## src/hdl/biss_slave_pkg.sv

```systemverilog
// constants and types shared by the position link slave
//
// Function
// - position word is 23 single-turn bits plus 16 multi-turn bits, 39 total
// - multi-turn count from the energy-harvested counter passes through untouched
// - data line held busy at least two periods plus 3.35 us before start
// - end of transfer seen after 1.5 idle periods, then line returns idle
// - six-bit CRC on x^6+x+1, sent inverted
// - frame error bit is low whenever any error source is active
// - frame warning bit is low whenever any warning source is active
// - clear command is a one-bit write, acts once, one command at a time
package biss_slave_pkg;
   localparam int ST_W       = 23;
   localparam int MT_W       = 16;
   localparam int POS_W      = ST_W + MT_W;
   localparam int CRC_W      = 6;
   localparam logic [CRC_W-1:0] CRC_POLY = 6'h03;
   localparam int DATA_W     = POS_W + 2;
   localparam int FRAME_BITS = DATA_W + CRC_W + 2;
   localparam int BCNT_W     = 6;
   localparam int ERR_N      = 5;
   localparam int WARN_N     = 2;
   localparam int CLR_N      = 4;
   localparam int CLR_MT     = 0;
   localparam int CLR_ST     = 1;
   localparam int CLR_ERR    = 2;
   localparam int CLR_WARN   = 3;
   localparam int CNT_W      = 10;
   localparam logic [CNT_W-1:0] CNT_MAX = 10'h3FF;
   localparam int CLK_HZ     = 10_000_000;
   localparam int CLK_NS     = 100;
   localparam int BUSY_NS    = 3350;
   localparam int BUSY_CYC   = (BUSY_NS + CLK_NS - 1) / CLK_NS;
   localparam int BUSY_EDGES = 2;
   localparam int INIT_MS    = 500;
   localparam int INIT_CYC   = INIT_MS * (CLK_HZ / 1000);
   localparam int FIFO_DEPTH = 2;

   typedef enum logic [3:0] {
      ST_IDLE = 4'h1,
      ST_BUSY = 4'h2,
      ST_DATA = 4'h4,
      ST_TOUT = 4'h8
   } link_state_t;

   // crc over data word, msb first, zero seed
   function automatic logic [CRC_W-1:0] crc6(input logic [DATA_W-1:0] d);
      logic [CRC_W-1:0] c;
      logic             fb;
      c = '0;
      for (int i = DATA_W - 1; i >= 0; i--)
      begin
         fb = c[CRC_W-1] ^ d[i];
         c  = {c[CRC_W-2:0], 1'b0} ^ (fb ? CRC_POLY : '0);
      end
      return c;
   endfunction
endpackage

```

## src/hdl/biss_position_slave.sv

```systemverilog
// serial position link slave: request, busy, frame, crc and timeout
`timescale 1ns/1ps
`default_nettype none
module biss_position_slave #(
   parameter int INIT_CYC = biss_slave_pkg::INIT_CYC
) (
   input  wire logic                               CLK_SYS,
   input  wire logic                               RESETN,
   input  wire logic                               MA,
   output var  logic                               SLO,
   input  wire logic                               POS_VALID,
   output var  logic                               POS_READY,
   input  wire logic [biss_slave_pkg::ST_W-1:0]    POS_ST,
   input  wire logic [biss_slave_pkg::MT_W-1:0]    POS_MT,
   input  wire logic [biss_slave_pkg::ERR_N-1:0]   ERR_SRC,
   input  wire logic [biss_slave_pkg::WARN_N-1:0]  WARN_SRC,
   input  wire logic [biss_slave_pkg::CLR_N-1:0]   CLEAR_CMD,
   output var  logic [biss_slave_pkg::CLR_N-1:0]   CLEAR_PULSE,
   output var  logic [biss_slave_pkg::ERR_N-1:0]   ERR_STATUS,
   output var  logic [biss_slave_pkg::WARN_N-1:0]  WARN_STATUS,
   output var  logic                               INIT_DONE
);
   localparam int FB  = biss_slave_pkg::FRAME_BITS;
   localparam int CW  = biss_slave_pkg::CNT_W;
   localparam int PW  = biss_slave_pkg::POS_W;
   localparam int IW  = $clog2(INIT_CYC + 1);
   localparam logic [IW-1:0] INIT_LAST = IW'(INIT_CYC - 1);
   localparam logic [CW-1:0] BUSY_C    = CW'(biss_slave_pkg::BUSY_CYC);
   localparam logic [1:0]    BUSY_E    = 2'(biss_slave_pkg::BUSY_EDGES);
   localparam logic [biss_slave_pkg::BCNT_W-1:0] FB_C =
      biss_slave_pkg::BCNT_W'(FB);

   biss_slave_pkg::link_state_t st_q;
   logic          ma_s1_q;
   logic          ma_s2_q;
   logic          ma_s3_q;
   logic          ma_rise;
   logic          ma_fall;
   logic [CW-1:0] per_cnt_q;
   logic [CW-1:0] period_q;
   logic [CW:0]   tout_lim;
   logic          tout_hit;
   logic [CW-1:0] busy_cnt_q;
   logic [CW+1:0] busy_need;
   logic [1:0]    rcnt_q;
   logic [biss_slave_pkg::BCNT_W-1:0] bcnt_q;
   logic [FB-1:0] shift_q;
   logic [FB-1:0] frame;
   logic [PW-1:0] pos_q;
   logic [PW-1:0] fifo_data;
   logic [PW-1:0] sample;
   logic          fifo_valid;
   logic          req;
   logic          start_ok;
   logic [IW-1:0] init_cnt_q;
   logic [biss_slave_pkg::CLR_N-1:0] cmd_prev_q;
   logic          cmd_new;
   logic [biss_slave_pkg::DATA_W-1:0] dword;

   // two-flop synchroniser, third flop only for edge detection
   always_ff @(posedge CLK_SYS or negedge RESETN)
   begin
      if (!RESETN)
      begin
         ma_s1_q <= 1'b1;
         ma_s2_q <= 1'b1;
         ma_s3_q <= 1'b1;
      end
      else
      begin
         ma_s1_q <= MA;
         ma_s2_q <= ma_s1_q;
         ma_s3_q <= ma_s2_q;
      end
   end
   assign ma_rise = ma_s2_q && !ma_s3_q;
   assign ma_fall = !ma_s2_q && ma_s3_q;

   // clock period measured between rising edges
   always_ff @(posedge CLK_SYS or negedge RESETN)
   begin
      if (!RESETN)
      begin
         per_cnt_q <= '0;
         period_q  <= '0;
      end
      else if (ma_rise)
      begin
         per_cnt_q <= '0;
         period_q  <= per_cnt_q + 1'b1;
      end
      else if (per_cnt_q != biss_slave_pkg::CNT_MAX)
         per_cnt_q <= per_cnt_q + 1'b1;
   end
   assign tout_lim = {1'b0, period_q} + (CW+1)'(period_q >> 1);
   assign tout_hit = ma_s2_q && ({1'b0, per_cnt_q} >= tout_lim);

   always_ff @(posedge CLK_SYS or negedge RESETN)
   begin
      if (!RESETN)
         init_cnt_q <= '0;
      else if (!INIT_DONE)
         init_cnt_q <= init_cnt_q + 1'b1;
   end
   always_ff @(posedge CLK_SYS or negedge RESETN)
   begin
      if (!RESETN)
         INIT_DONE <= 1'b0;
      else if (init_cnt_q == INIT_LAST)
         INIT_DONE <= 1'b1;
   end

   // clear command: one pulse per fresh write, single bit only
   assign cmd_new = $onehot(CLEAR_CMD) && (cmd_prev_q == '0);
   always_ff @(posedge CLK_SYS or negedge RESETN)
   begin
      if (!RESETN)
      begin
         cmd_prev_q  <= '0;
         CLEAR_PULSE <= '0;
      end
      else
      begin
         cmd_prev_q  <= CLEAR_CMD;
         CLEAR_PULSE <= cmd_new ? CLEAR_CMD : '0;
      end
   end

   // sticky status, a new event wins over a clear
   always_ff @(posedge CLK_SYS or negedge RESETN)
   begin
      if (!RESETN)
      begin
         ERR_STATUS  <= '0;
         WARN_STATUS <= '0;
      end
      else
      begin
         ERR_STATUS  <= (CLEAR_PULSE[biss_slave_pkg::CLR_ERR] ? '0 :
                         ERR_STATUS) | ERR_SRC;
         WARN_STATUS <= (CLEAR_PULSE[biss_slave_pkg::CLR_WARN] ? '0 :
                         WARN_STATUS) | WARN_SRC;
      end
   end

   sample_buffer #(
      .WIDTH (PW),
      .DEPTH (biss_slave_pkg::FIFO_DEPTH)
   ) u_buf (
      .clk       (CLK_SYS),
      .rst_n     (RESETN),
      .in_valid  (POS_VALID),
      .in_ready  (POS_READY),
      .in_data   ({POS_MT, POS_ST}),
      .out_valid (fifo_valid),
      .out_ready (req),
      .out_data  (fifo_data)
   );

   assign req    = (st_q == biss_slave_pkg::ST_IDLE) && INIT_DONE && ma_fall;
   assign sample = fifo_valid ? fifo_data : pos_q;
   assign dword  = {sample, ~|ERR_STATUS, ~|WARN_STATUS};
   assign frame  = {2'b10, dword, ~biss_slave_pkg::crc6(dword)};

   always_ff @(posedge CLK_SYS or negedge RESETN)
   begin
      if (!RESETN)
         pos_q <= '0;
      else if (req)
         pos_q <= sample;
   end

   assign busy_need = (CW+2)'({period_q, 1'b0}) + (CW+2)'(BUSY_C);
   assign start_ok  = (rcnt_q == BUSY_E) &&
                      ((CW+2)'(busy_cnt_q) >= busy_need);

   always_ff @(posedge CLK_SYS or negedge RESETN)
   begin
      if (!RESETN)
      begin
         st_q       <= biss_slave_pkg::ST_IDLE;
         SLO        <= 1'b1;
         shift_q    <= '0;
         bcnt_q     <= '0;
         busy_cnt_q <= '0;
         rcnt_q     <= '0;
      end
      else
      begin
         case (st_q)
            biss_slave_pkg::ST_IDLE:
            begin
               SLO <= 1'b1;
               if (req)
               begin
                  st_q       <= biss_slave_pkg::ST_BUSY;
                  SLO        <= 1'b0;
                  shift_q    <= frame;
                  busy_cnt_q <= '0;
                  rcnt_q     <= '0;
               end
            end
            biss_slave_pkg::ST_BUSY:
            begin
               if (busy_cnt_q != biss_slave_pkg::CNT_MAX)
                  busy_cnt_q <= busy_cnt_q + 1'b1;
               if (ma_rise && rcnt_q != BUSY_E)
                  rcnt_q <= rcnt_q + 1'b1;
               if (ma_rise && start_ok)
               begin
                  st_q    <= biss_slave_pkg::ST_DATA;
                  SLO     <= shift_q[FB-1];
                  shift_q <= {shift_q[FB-2:0], 1'b0};
                  bcnt_q  <= 6'h01;
               end
            end
            biss_slave_pkg::ST_DATA:
            begin
               if (tout_hit)
               begin
                  st_q <= biss_slave_pkg::ST_IDLE;
                  SLO  <= 1'b1;
               end
               else if (ma_rise && bcnt_q == FB_C)
               begin
                  st_q <= biss_slave_pkg::ST_TOUT;
                  SLO  <= 1'b0;
               end
               else if (ma_rise)
               begin
                  SLO     <= shift_q[FB-1];
                  shift_q <= {shift_q[FB-2:0], 1'b0};
                  bcnt_q  <= bcnt_q + 1'b1;
               end
            end
            biss_slave_pkg::ST_TOUT:
            begin
               if (tout_hit)
               begin
                  st_q <= biss_slave_pkg::ST_IDLE;
                  SLO  <= 1'b1;
               end
            end
            default:
            begin
               st_q <= biss_slave_pkg::ST_IDLE;
               SLO  <= 1'b1;
            end
         endcase
      end
   end
endmodule
`default_nettype wire

```

## src/hdl/sample_buffer.sv

```systemverilog
// two-entry valid/ready buffer for position samples
`timescale 1ns/1ps
`default_nettype none
module sample_buffer #(
   parameter int WIDTH = 39,
   parameter int DEPTH = 2
) (
   input  wire logic             clk,
   input  wire logic             rst_n,
   input  wire logic             in_valid,
   output var  logic             in_ready,
   input  wire logic [WIDTH-1:0] in_data,
   output var  logic             out_valid,
   input  wire logic             out_ready,
   output var  logic [WIDTH-1:0] out_data
);
   localparam int PW = (DEPTH > 1) ? $clog2(DEPTH) : 1;
   localparam int CW = $clog2(DEPTH + 1);
   localparam logic [CW-1:0] FULL_CNT = CW'(DEPTH);
   localparam logic [PW-1:0] LAST_PTR = PW'(DEPTH - 1);

   logic [WIDTH-1:0] mem_q [DEPTH];
   logic [PW-1:0]    wr_q;
   logic [PW-1:0]    rd_q;
   logic [CW-1:0]    cnt_q;
   logic [CW-1:0]    cnt_d;
   logic             push;
   logic             pop;

   // take a word only on a real handshake, never while ready is still low
   assign push      = in_valid && in_ready && (cnt_q != FULL_CNT);
   assign pop       = out_ready && (cnt_q != '0);
   assign out_data  = mem_q[rd_q];
   assign cnt_d     = cnt_q + CW'(push) - CW'(pop);

   always_ff @(posedge clk)
   begin
      if (push)
         mem_q[wr_q] <= in_data;
   end

   always_ff @(posedge clk or negedge rst_n)
   begin
      if (!rst_n)
      begin
         wr_q <= '0;
         rd_q <= '0;
      end
      else
      begin
         if (push)
            wr_q <= (wr_q == LAST_PTR) ? '0 : wr_q + 1'b1;
         if (pop)
            rd_q <= (rd_q == LAST_PTR) ? '0 : rd_q + 1'b1;
      end
   end

   // flags kept in flops so both handshake outputs are registered
   always_ff @(posedge clk or negedge rst_n)
   begin
      if (!rst_n)
      begin
         cnt_q     <= '0;
         in_ready  <= 1'b0;
         out_valid <= 1'b0;
      end
      else
      begin
         cnt_q     <= cnt_d;
         in_ready  <= (cnt_d != FULL_CNT);
         out_valid <= (cnt_d != '0);
      end
   end
endmodule
`default_nettype wire

```

## config.mk

```make
export PLATFORM = sky130hd
export DESIGN_NAME = biss_position_slave
export DESIGN_NICKNAME = d
export VERILOG_FILES = /design/src/hdl/biss_slave_pkg.sv /design/src/hdl/biss_position_slave.sv /design/src/hdl/sample_buffer.sv
export SDC_FILE = /design/constraint.sdc
export NUM_CORES = 1
export LEC_CHECK = 0
export BUFFER_PORTS_ARGS = -buffer_cell sky130_fd_sc_hd__buf_2
export CAP_MARGIN = 30
export CORE_MARGIN = 2
export CORE_UTILIZATION = 56
export CTS_CLUSTER_SIZE = 25
export DETAILED_ROUTE_END_ITERATION = 8
export HOLD_SLACK_MARGIN = 0.03
export PLACE_DENSITY = 0.85
export SLEW_MARGIN = 20
export SYNTH_ARGS = -nofsm -noshare
export SYNTH_HDL_FRONTEND = slang
export SYNTH_SLANG_ARGS = --single-unit
```

## constraint.sdc

```tcl
create_clock -name CLK_SYS -period 4.1 [get_ports CLK_SYS]
set_clock_uncertainty 0.15 [all_clocks]
set_input_delay 0.205 -clock CLK_SYS [delete_from_list [all_inputs] [get_ports CLK_SYS]]
set_output_delay 0.205 -clock CLK_SYS [all_outputs]
set_load 0.01 [all_outputs]
```

==> impl_metrics.ini, run 1 <==
[timing]
final.min_clock_period_ns = 3.96
maxSlewViolCount = 0
relSlewSlack = 0.392
worstMarginPinSlew_ns = 0.912
final.period_utilization = 0.966
setup_viol = 0
fmax_mhz = 252
hold_viol = 0

[setup_path]
start_kind = flip-flop
cp_top_family = compound AO/OA/AOI/OAI gates
required_ns = 4.35
cp_cell_sequence = ha_1 -> a21o_1 -> a21oi_2 -> nor2_1 -> nor2_1 -> nor2_1 -> o21a_1 -> o21ai_1 -> nand2b_1 -> a21oi_2 -> o21bai_1 -> xnor2_1 -> ha_2 -> a21oi_1 -> a2111oi_2 -> nand3_2 -> buf_6 -> and3_4 -> o21ai_4 -> mux2_2
path_class = flip-flop to flip-flop
critPathBufInv = 1
arrival_ns = 4.21
cp_common_cell = nor2_1
max_stage_delay_ns = 0.42
crit_slowest_cell = dfrtp_1
end_kind = flip-flop
r2r_slack_ns = 0.14
critPathMaxFanout = 5

[placement]
dp.cells = 1427
port_buffers = 67
place_congestion = 0.860
post-dp-hpwl_um = 15700

[synth]
syn_area_per_cell_um2 = 11.6
synthTopCellsByArea = dfrtp_1 34%, edfxtp_1 19%, xnor2_1 5.9%
synthTopCellsByCount = 174 x dfrtp_1, 135 x nand2_1, 129 x o21ai_0
syn_inst = 1086
synth-seq-cells = 257
syn_nets = 1183
synth.distinct_cells = 62
synthArstFlopShare = 0.696
ys_seq_area_frac = 0.540
yosysWarnings = 0
synth_flop_cell = dfrtp_1
synth_top_area_frac = 0.345
synth_area_um2 = 12600
synth_area_leader_cell = dfrtp_1
yosysMostFrequentCell = dfrtp_1
synth_edf_count = 78

[drt]
wl_um = 25900
viasPerCell = 5.61
dr.first_iter.drc_count = 480
ant_nets = 0
vias = 8656
post-route-drc-count = 0
drtPass1Iterations = 5
routedWlPerCell_um = 16.8

[die]
die_area_um2 = 23800
die_h_um = 154
coreArea_um2 = 22000
die_w_um = 154
start_util = 0.576
core.rowCount = 54
ioPinCount = 68

[clocking]
ctsLongestPathBuffers = 3
clockRootBuffer = clkbuf_16
cts.sinks = 257
clk_latency_ns = 0.52
htree_levels = 1
cts_buffers = 27
cts_tree = done
path_clk_slew_ns = 0.06

[hold_path]
hold_class = input pin to asynchronous set/reset pin

[layout]
drive_above_1_share = 0.206
diodes = 0
final_nets = 1339
layout.cells.non_filler = 1542
area_growth_pct = 19.8

[power]
p_leak_nw = 6.63
ir_drop_mv = 0.458
p_per_area_nw_per_um2 = 388
p_total_mw = 5.88

[run_status]
status = finished clean

[global_routing]
antenna_found_initial = 0
grt_pass1_vias = 8864
grt_max_degree = 94
grt_use_total = 0.219
grt_first_pass_wirelength_um = 42900
grt-ovfl-total = 0

[flow_run]
max-cap-violations = 0
## where the power goes
group | total (mW) | leakage (nW) | internal, mW | switching (mW)
Clock | 2.47 | 0.430 | 1.47 | 0.994
Sequential | 2.72 | 3.10 | 2.68 | 0.0362
Combinational | 0.699 | 3.10 | 0.376 | 0.322
Total | 5.88 | 6.63 | 4.53 | 1.35
## layer usage
layer  wire (um)  GRT usage  share of wire  vias up
met3         782     0.0235          0.030       43
met2       13900      0.404           0.54      172
li1            -          -              -     4138
met4         522     0.0601          0.020        0
met5           0          0              0        -
met1       10600      0.276           0.41     4303
## flip-flops by register name, indices dropped and copies added, names as in the netlist, 4 cells and up
signal	flops
init_cnt_q	23
period_q	10
pos_q	39
busy_cnt_q	10
bcnt_q	6
st_q	4
per_cnt_q	10
cmd_prev_q	4
u_buf.mem_q	78
CLEAR_PULSE	4
shift_q	49
ERR_STATUS	5
## path summary, 6_finish.rpt
kind / from / end / cells after the start
worst max-delay path: period_q[2]$_DFFE_PN0P_ / bcnt_q[1]$_DFFE_PN0P_ / 20
worst min-delay path: RESETN / init_cnt_q[11]$_DFFE_PN0N_ / 2
worst max register to register: period_q[2]$_DFFE_PN0P_ / bcnt_q[1]$_DFFE_PN0P_ / 20
worst min register to register: ma_s1_q$_DFF_PN1_ / ma_s2_q$_DFF_PN1_ / 0
max in group asynchronous: RESETN / shift_q[12]$_DFFE_PN0P_ / 3
min in group CLK_SYS: ma_s1_q$_DFF_PN1_ / ma_s2_q$_DFF_PN1_ / 0
## kinds of logic after synthesis
kind of cell / share of synthesized area
and+or+nand+nor: 0.0972
muxes: 0.0953
AOI/OAI and AO/OA: 0.0984
buffers and inverters: 0.0257
adders and majority gates: 0.0438
DFF: 0.540
xor gates and xnor gates: 0.0993
## what timing repair did
item | in CTS | in global routing
endpoints found under the hold margin | 177 | 0
pin swaps | 2 | 10
gates resized for setup | 7 | 17
gates cloned | 0 | 0
setup endpoints to repair | 53 | 58
hold buffers | 53 | 0
setup buffers | 1 | 11
## metrics by stage
| step | setup TNS, ns | setup WS, ns | util | instance area (um2) | hold slack [ns] |
|---|---|---|---|---|---|
| after detailed placement | -4.88 | -0.211 | 0.614 | 13500 | 0.169 |
| after CTS | 0 | 0.00288 | 0.681 | 15000 | 0.187 |
| final | 0 | 0.139 | 0.690 | 15100 | 0.169 |
| after floorplan | 0 | 0.0156 | - | 12700 | -0.241 |
| after global routing | -0.423 | -0.0480 | 0.690 | 15100 | 0.200 |
| after global placement | -16.40 | -0.395 | 0.612 | 13400 | 0.161 |
## area by class of cell
type                    instances  area [um2]
clock buffers                  31         701
multi-input cells             752        5610
clock inverters                18         195
flip-flops and latches        257        6830
inverters                      32         120
repair buffers                172        1340
well taps                     280         350
fillers                      1455        6810
## cell usage in the layout (no fill, tap or decap), drive strengths merged, types with 5 or more instances in the layout
master       instances
xnor3                6
xnor2               89
ha                  41
edfxtp              78
nand2              135
o31ai                6
a21oi               20
dfrtp              174
buf                119
nand3               17
clkinv              10
a22o                 6
inv                 32
o21ai              137
nor2b                7
nand2b               9
nor4b                6
clkbuf              31
and3                17
mux2i               41
nand4               11
nor2                35
and2                 8
xor2                30
dlygate4sd3         53
a31oi                5
dfstp                5
mux2                64
a21o                16
Power figures use the tool's default switching activity.
==> run 2, diff against run 1 <==
--- a/config.mk
+++ b/config.mk
@@ -5,14 +5,14 @@
 export SDC_FILE = /design/constraint.sdc
 export NUM_CORES = 1
 export LEC_CHECK = 0
-export BUFFER_PORTS_ARGS = -buffer_cell sky130_fd_sc_hd__buf_2
 export CAP_MARGIN = 30
 export CORE_MARGIN = 2
-export CORE_UTILIZATION = 56
+export CORE_UTILIZATION = 58
 export CTS_CLUSTER_SIZE = 25
 export DETAILED_ROUTE_END_ITERATION = 8
+export DONT_BUFFER_PORTS = 1
 export HOLD_SLACK_MARGIN = 0.03
-export PLACE_DENSITY = 0.85
+export PLACE_DENSITY = 0.84
 export SLEW_MARGIN = 20
 export SYNTH_ARGS = -nofsm -noshare
 export SYNTH_HDL_FRONTEND = slang
==> impl_metrics.ini, run 2 (synthesized netlist as in run 1, its figures left out) <==
[placement]
dp.cells = 1361
port_buffers = 0
post-dp-hpwl_um = 15300
place_ws_ns = -0.326
place_congestion = 0.843

[layout]
mostFrequentLayoutCell = dfrtp_1
drive_above_1_share = 0.173
diodes = 0
final_nets = 1276
largest_reg_flops = 78
area_growth_pct = 18.8
fillers = 1437
top_regs = u_buf.mem_q x78, shift_q x49, pos_q x39
final_cell_mix = 171 x dfrtp_1, 134 x nand2_1, 125 x o21ai_0
layout.cells.non_filler = 1481
largest_register = u_buf.mem_q
final_util = 0.695

[drt]
dr.first_iter.drc_count = 503
drtPass1Iterations = 4
viasPerCell = 5.70
vias = 8446
post-route-drc-count = 0
ant_nets = 0
wl_um = 26400
routedWlPerCell_um = 17.8

[clocking]
cts.sinks = 257
clk_latency_ns = 0.54
cts_buffers = 28
path_clk_slew_ns = 0.06
hold_buffers = 52
cts_tree = done
clockRootBuffer = clkbuf_16
ctsLongestPathBuffers = 3
htree_levels = 1

[global_routing]
grt_use_total = 0.228
grt_pass1_vias = 8664
grt_max_degree = 180
antenna_found_initial = 0
grt-ovfl-total = 0
grt_first_pass_wirelength_um = 42100

[run_status]
violations = negative hold slack, negative setup slack
status = finished, violations left

[power]
switchingPower_mw = 1.36
p_leak_nw = 6.47
p_per_area_nw_per_um2 = 401
power.clock.fraction = 0.440
power.internal_mw = 4.67
switching_share = 0.225
p_seq_frac = 0.451
p_comb_frac = 0.109
ir_drop_mv = 0.415

[flow_run]
max-cap-violations = 0

[timing]
hold_viol = 179
setup_viol = 38
worstMarginPinSlew_ns = 0.802
tns_ns = -2.70
fin_ws_ns = -0.0952
relSlewSlack = 0.465
final.min_clock_period_ns = 4.20
worst_hold_slack_ns = -0.785
maxSlewViolCount = 0
fmax_mhz = 238
rsz0062_at_grt = true
final.period_utilization = 1.02

[die]
start_util = 0.585
die_area_um2 = 23000
core.rowCount = 54
coreArea_um2 = 21600
die_w_um = 152
die_h_um = 152
ioPinCount = 68

[setup_path]
reg2reg_to = shift_q[23]$_DFFE_PN0P_
arrival_ns = 4.46
path_class = flip-flop to flip-flop
r2r_cells = 22
r2r_slack_ns = -0.1
start_kind = flip-flop
end_kind = flip-flop
cp-startpoint = period_q[1]$_DFFE_PN0P_
critPathMaxFanout = 8
required_ns = 4.36
reg2reg_from = period_q[1]$_DFFE_PN0P_

[hold_path]
hold_class = input pin to asynchronous set/reset pin
run 2: power groups by stage:
stage	clock network, mW	logic [mW]	registers, mW
finish	2.65	0.656	2.72
global route	2.79	0.722	2.72
CTS	2.67	0.559	2.71
detailed placement	0	0.480	2.76
global placement	0	0.459	2.76
floorplan	0	0.319	2.76
run 2: routing by layer:
layer / part of all wire / GRT usage / vias to the layer above / routed length, um
met2: 0.52 / 0.405 / 200 / 13800
li1: - / - / 4021 / -
met3: 0.043 / 0.0341 / 55 / 1120
met1: 0.41 / 0.293 / 4170 / 10900
met4: 0.020 / 0.0667 / 0 / 539
met5: 0 / 0 / - / 0
run 2: worst max-delay path, stage by stage (launching register included):
cell and delay (ns):
dfrtp_1 0.39, ha_2 0.22, inv_2 0.04, fa_2 0.36, nor2b_2 0.15, o21bai_1 0.10
a21oi_1 0.18, o21ai_1 0.10, nand2b_1 0.10, a21o_1 0.16, a21oi_2 0.06, xnor2_1 0.13
ha_1 0.27, o21ai_1 0.06, nand2b_1 0.07, a21oi_1 0.07, a2111oi_0 0.30, nand3_1 0.26
a31oi_4 0.24, nor2_4 0.06, clkbuf_16 0.17, clkbuf_16 0.17, mux2_2 0.26
run 2: final cells by class:
cell class / instances / area (um2) / area share
tap: 280 / 350 / 0.0233
multi-input combinational: 752 / 5640 / 0.375
timing repair buffer: 108 / 1100 / 0.0735
clock buffer: 34 / 754 / 0.0502
inverter: 32 / 120 / 0.00800
sequential: 257 / 6830 / 0.455
clock inverter: 18 / 220 / 0.0147
run 2: how the worst max path moves through the flow:
stage | end | slack, ns | cells after the start
after detailed placement | shift_q[40]$_DFFE_PN0P_ | -0.33 | 22
after CTS | shift_q[42]$_DFFE_PN0P_ | 0.008 | 21
after floorplan | shift_q[41]$_DFFE_PN0P_ | 0.02 | 21
after global placement | shift_q[34]$_DFFE_PN0P_ | -0.40 | 19
final | shift_q[23]$_DFFE_PN0P_ | -0.1 | 22
after global routing | shift_q[42]$_DFFE_PN0P_ | -0.23 | 22
run 2: what timing repair did:
| action | in CTS | in global routing |
|---|---|---|
| endpoints found under the hold margin | 274 | 179 |
| setup endpoints to repair | 51 | 57 |
| setup buffers | 5 | 7 |
| cloned | 0 | 4 |
| pin swaps | 7 | 8 |
| resized for setup | 8 | 25 |
run 2: stage by stage:
step | power, mW | area, um2
after floorplan | 3.08 | 12700
after global placement | 3.22 | 13100
after detailed placement | 3.24 | 13200
after CTS | 5.95 | 14700
after global routing | 6.23 | 15000
final | 6.02 | 15000
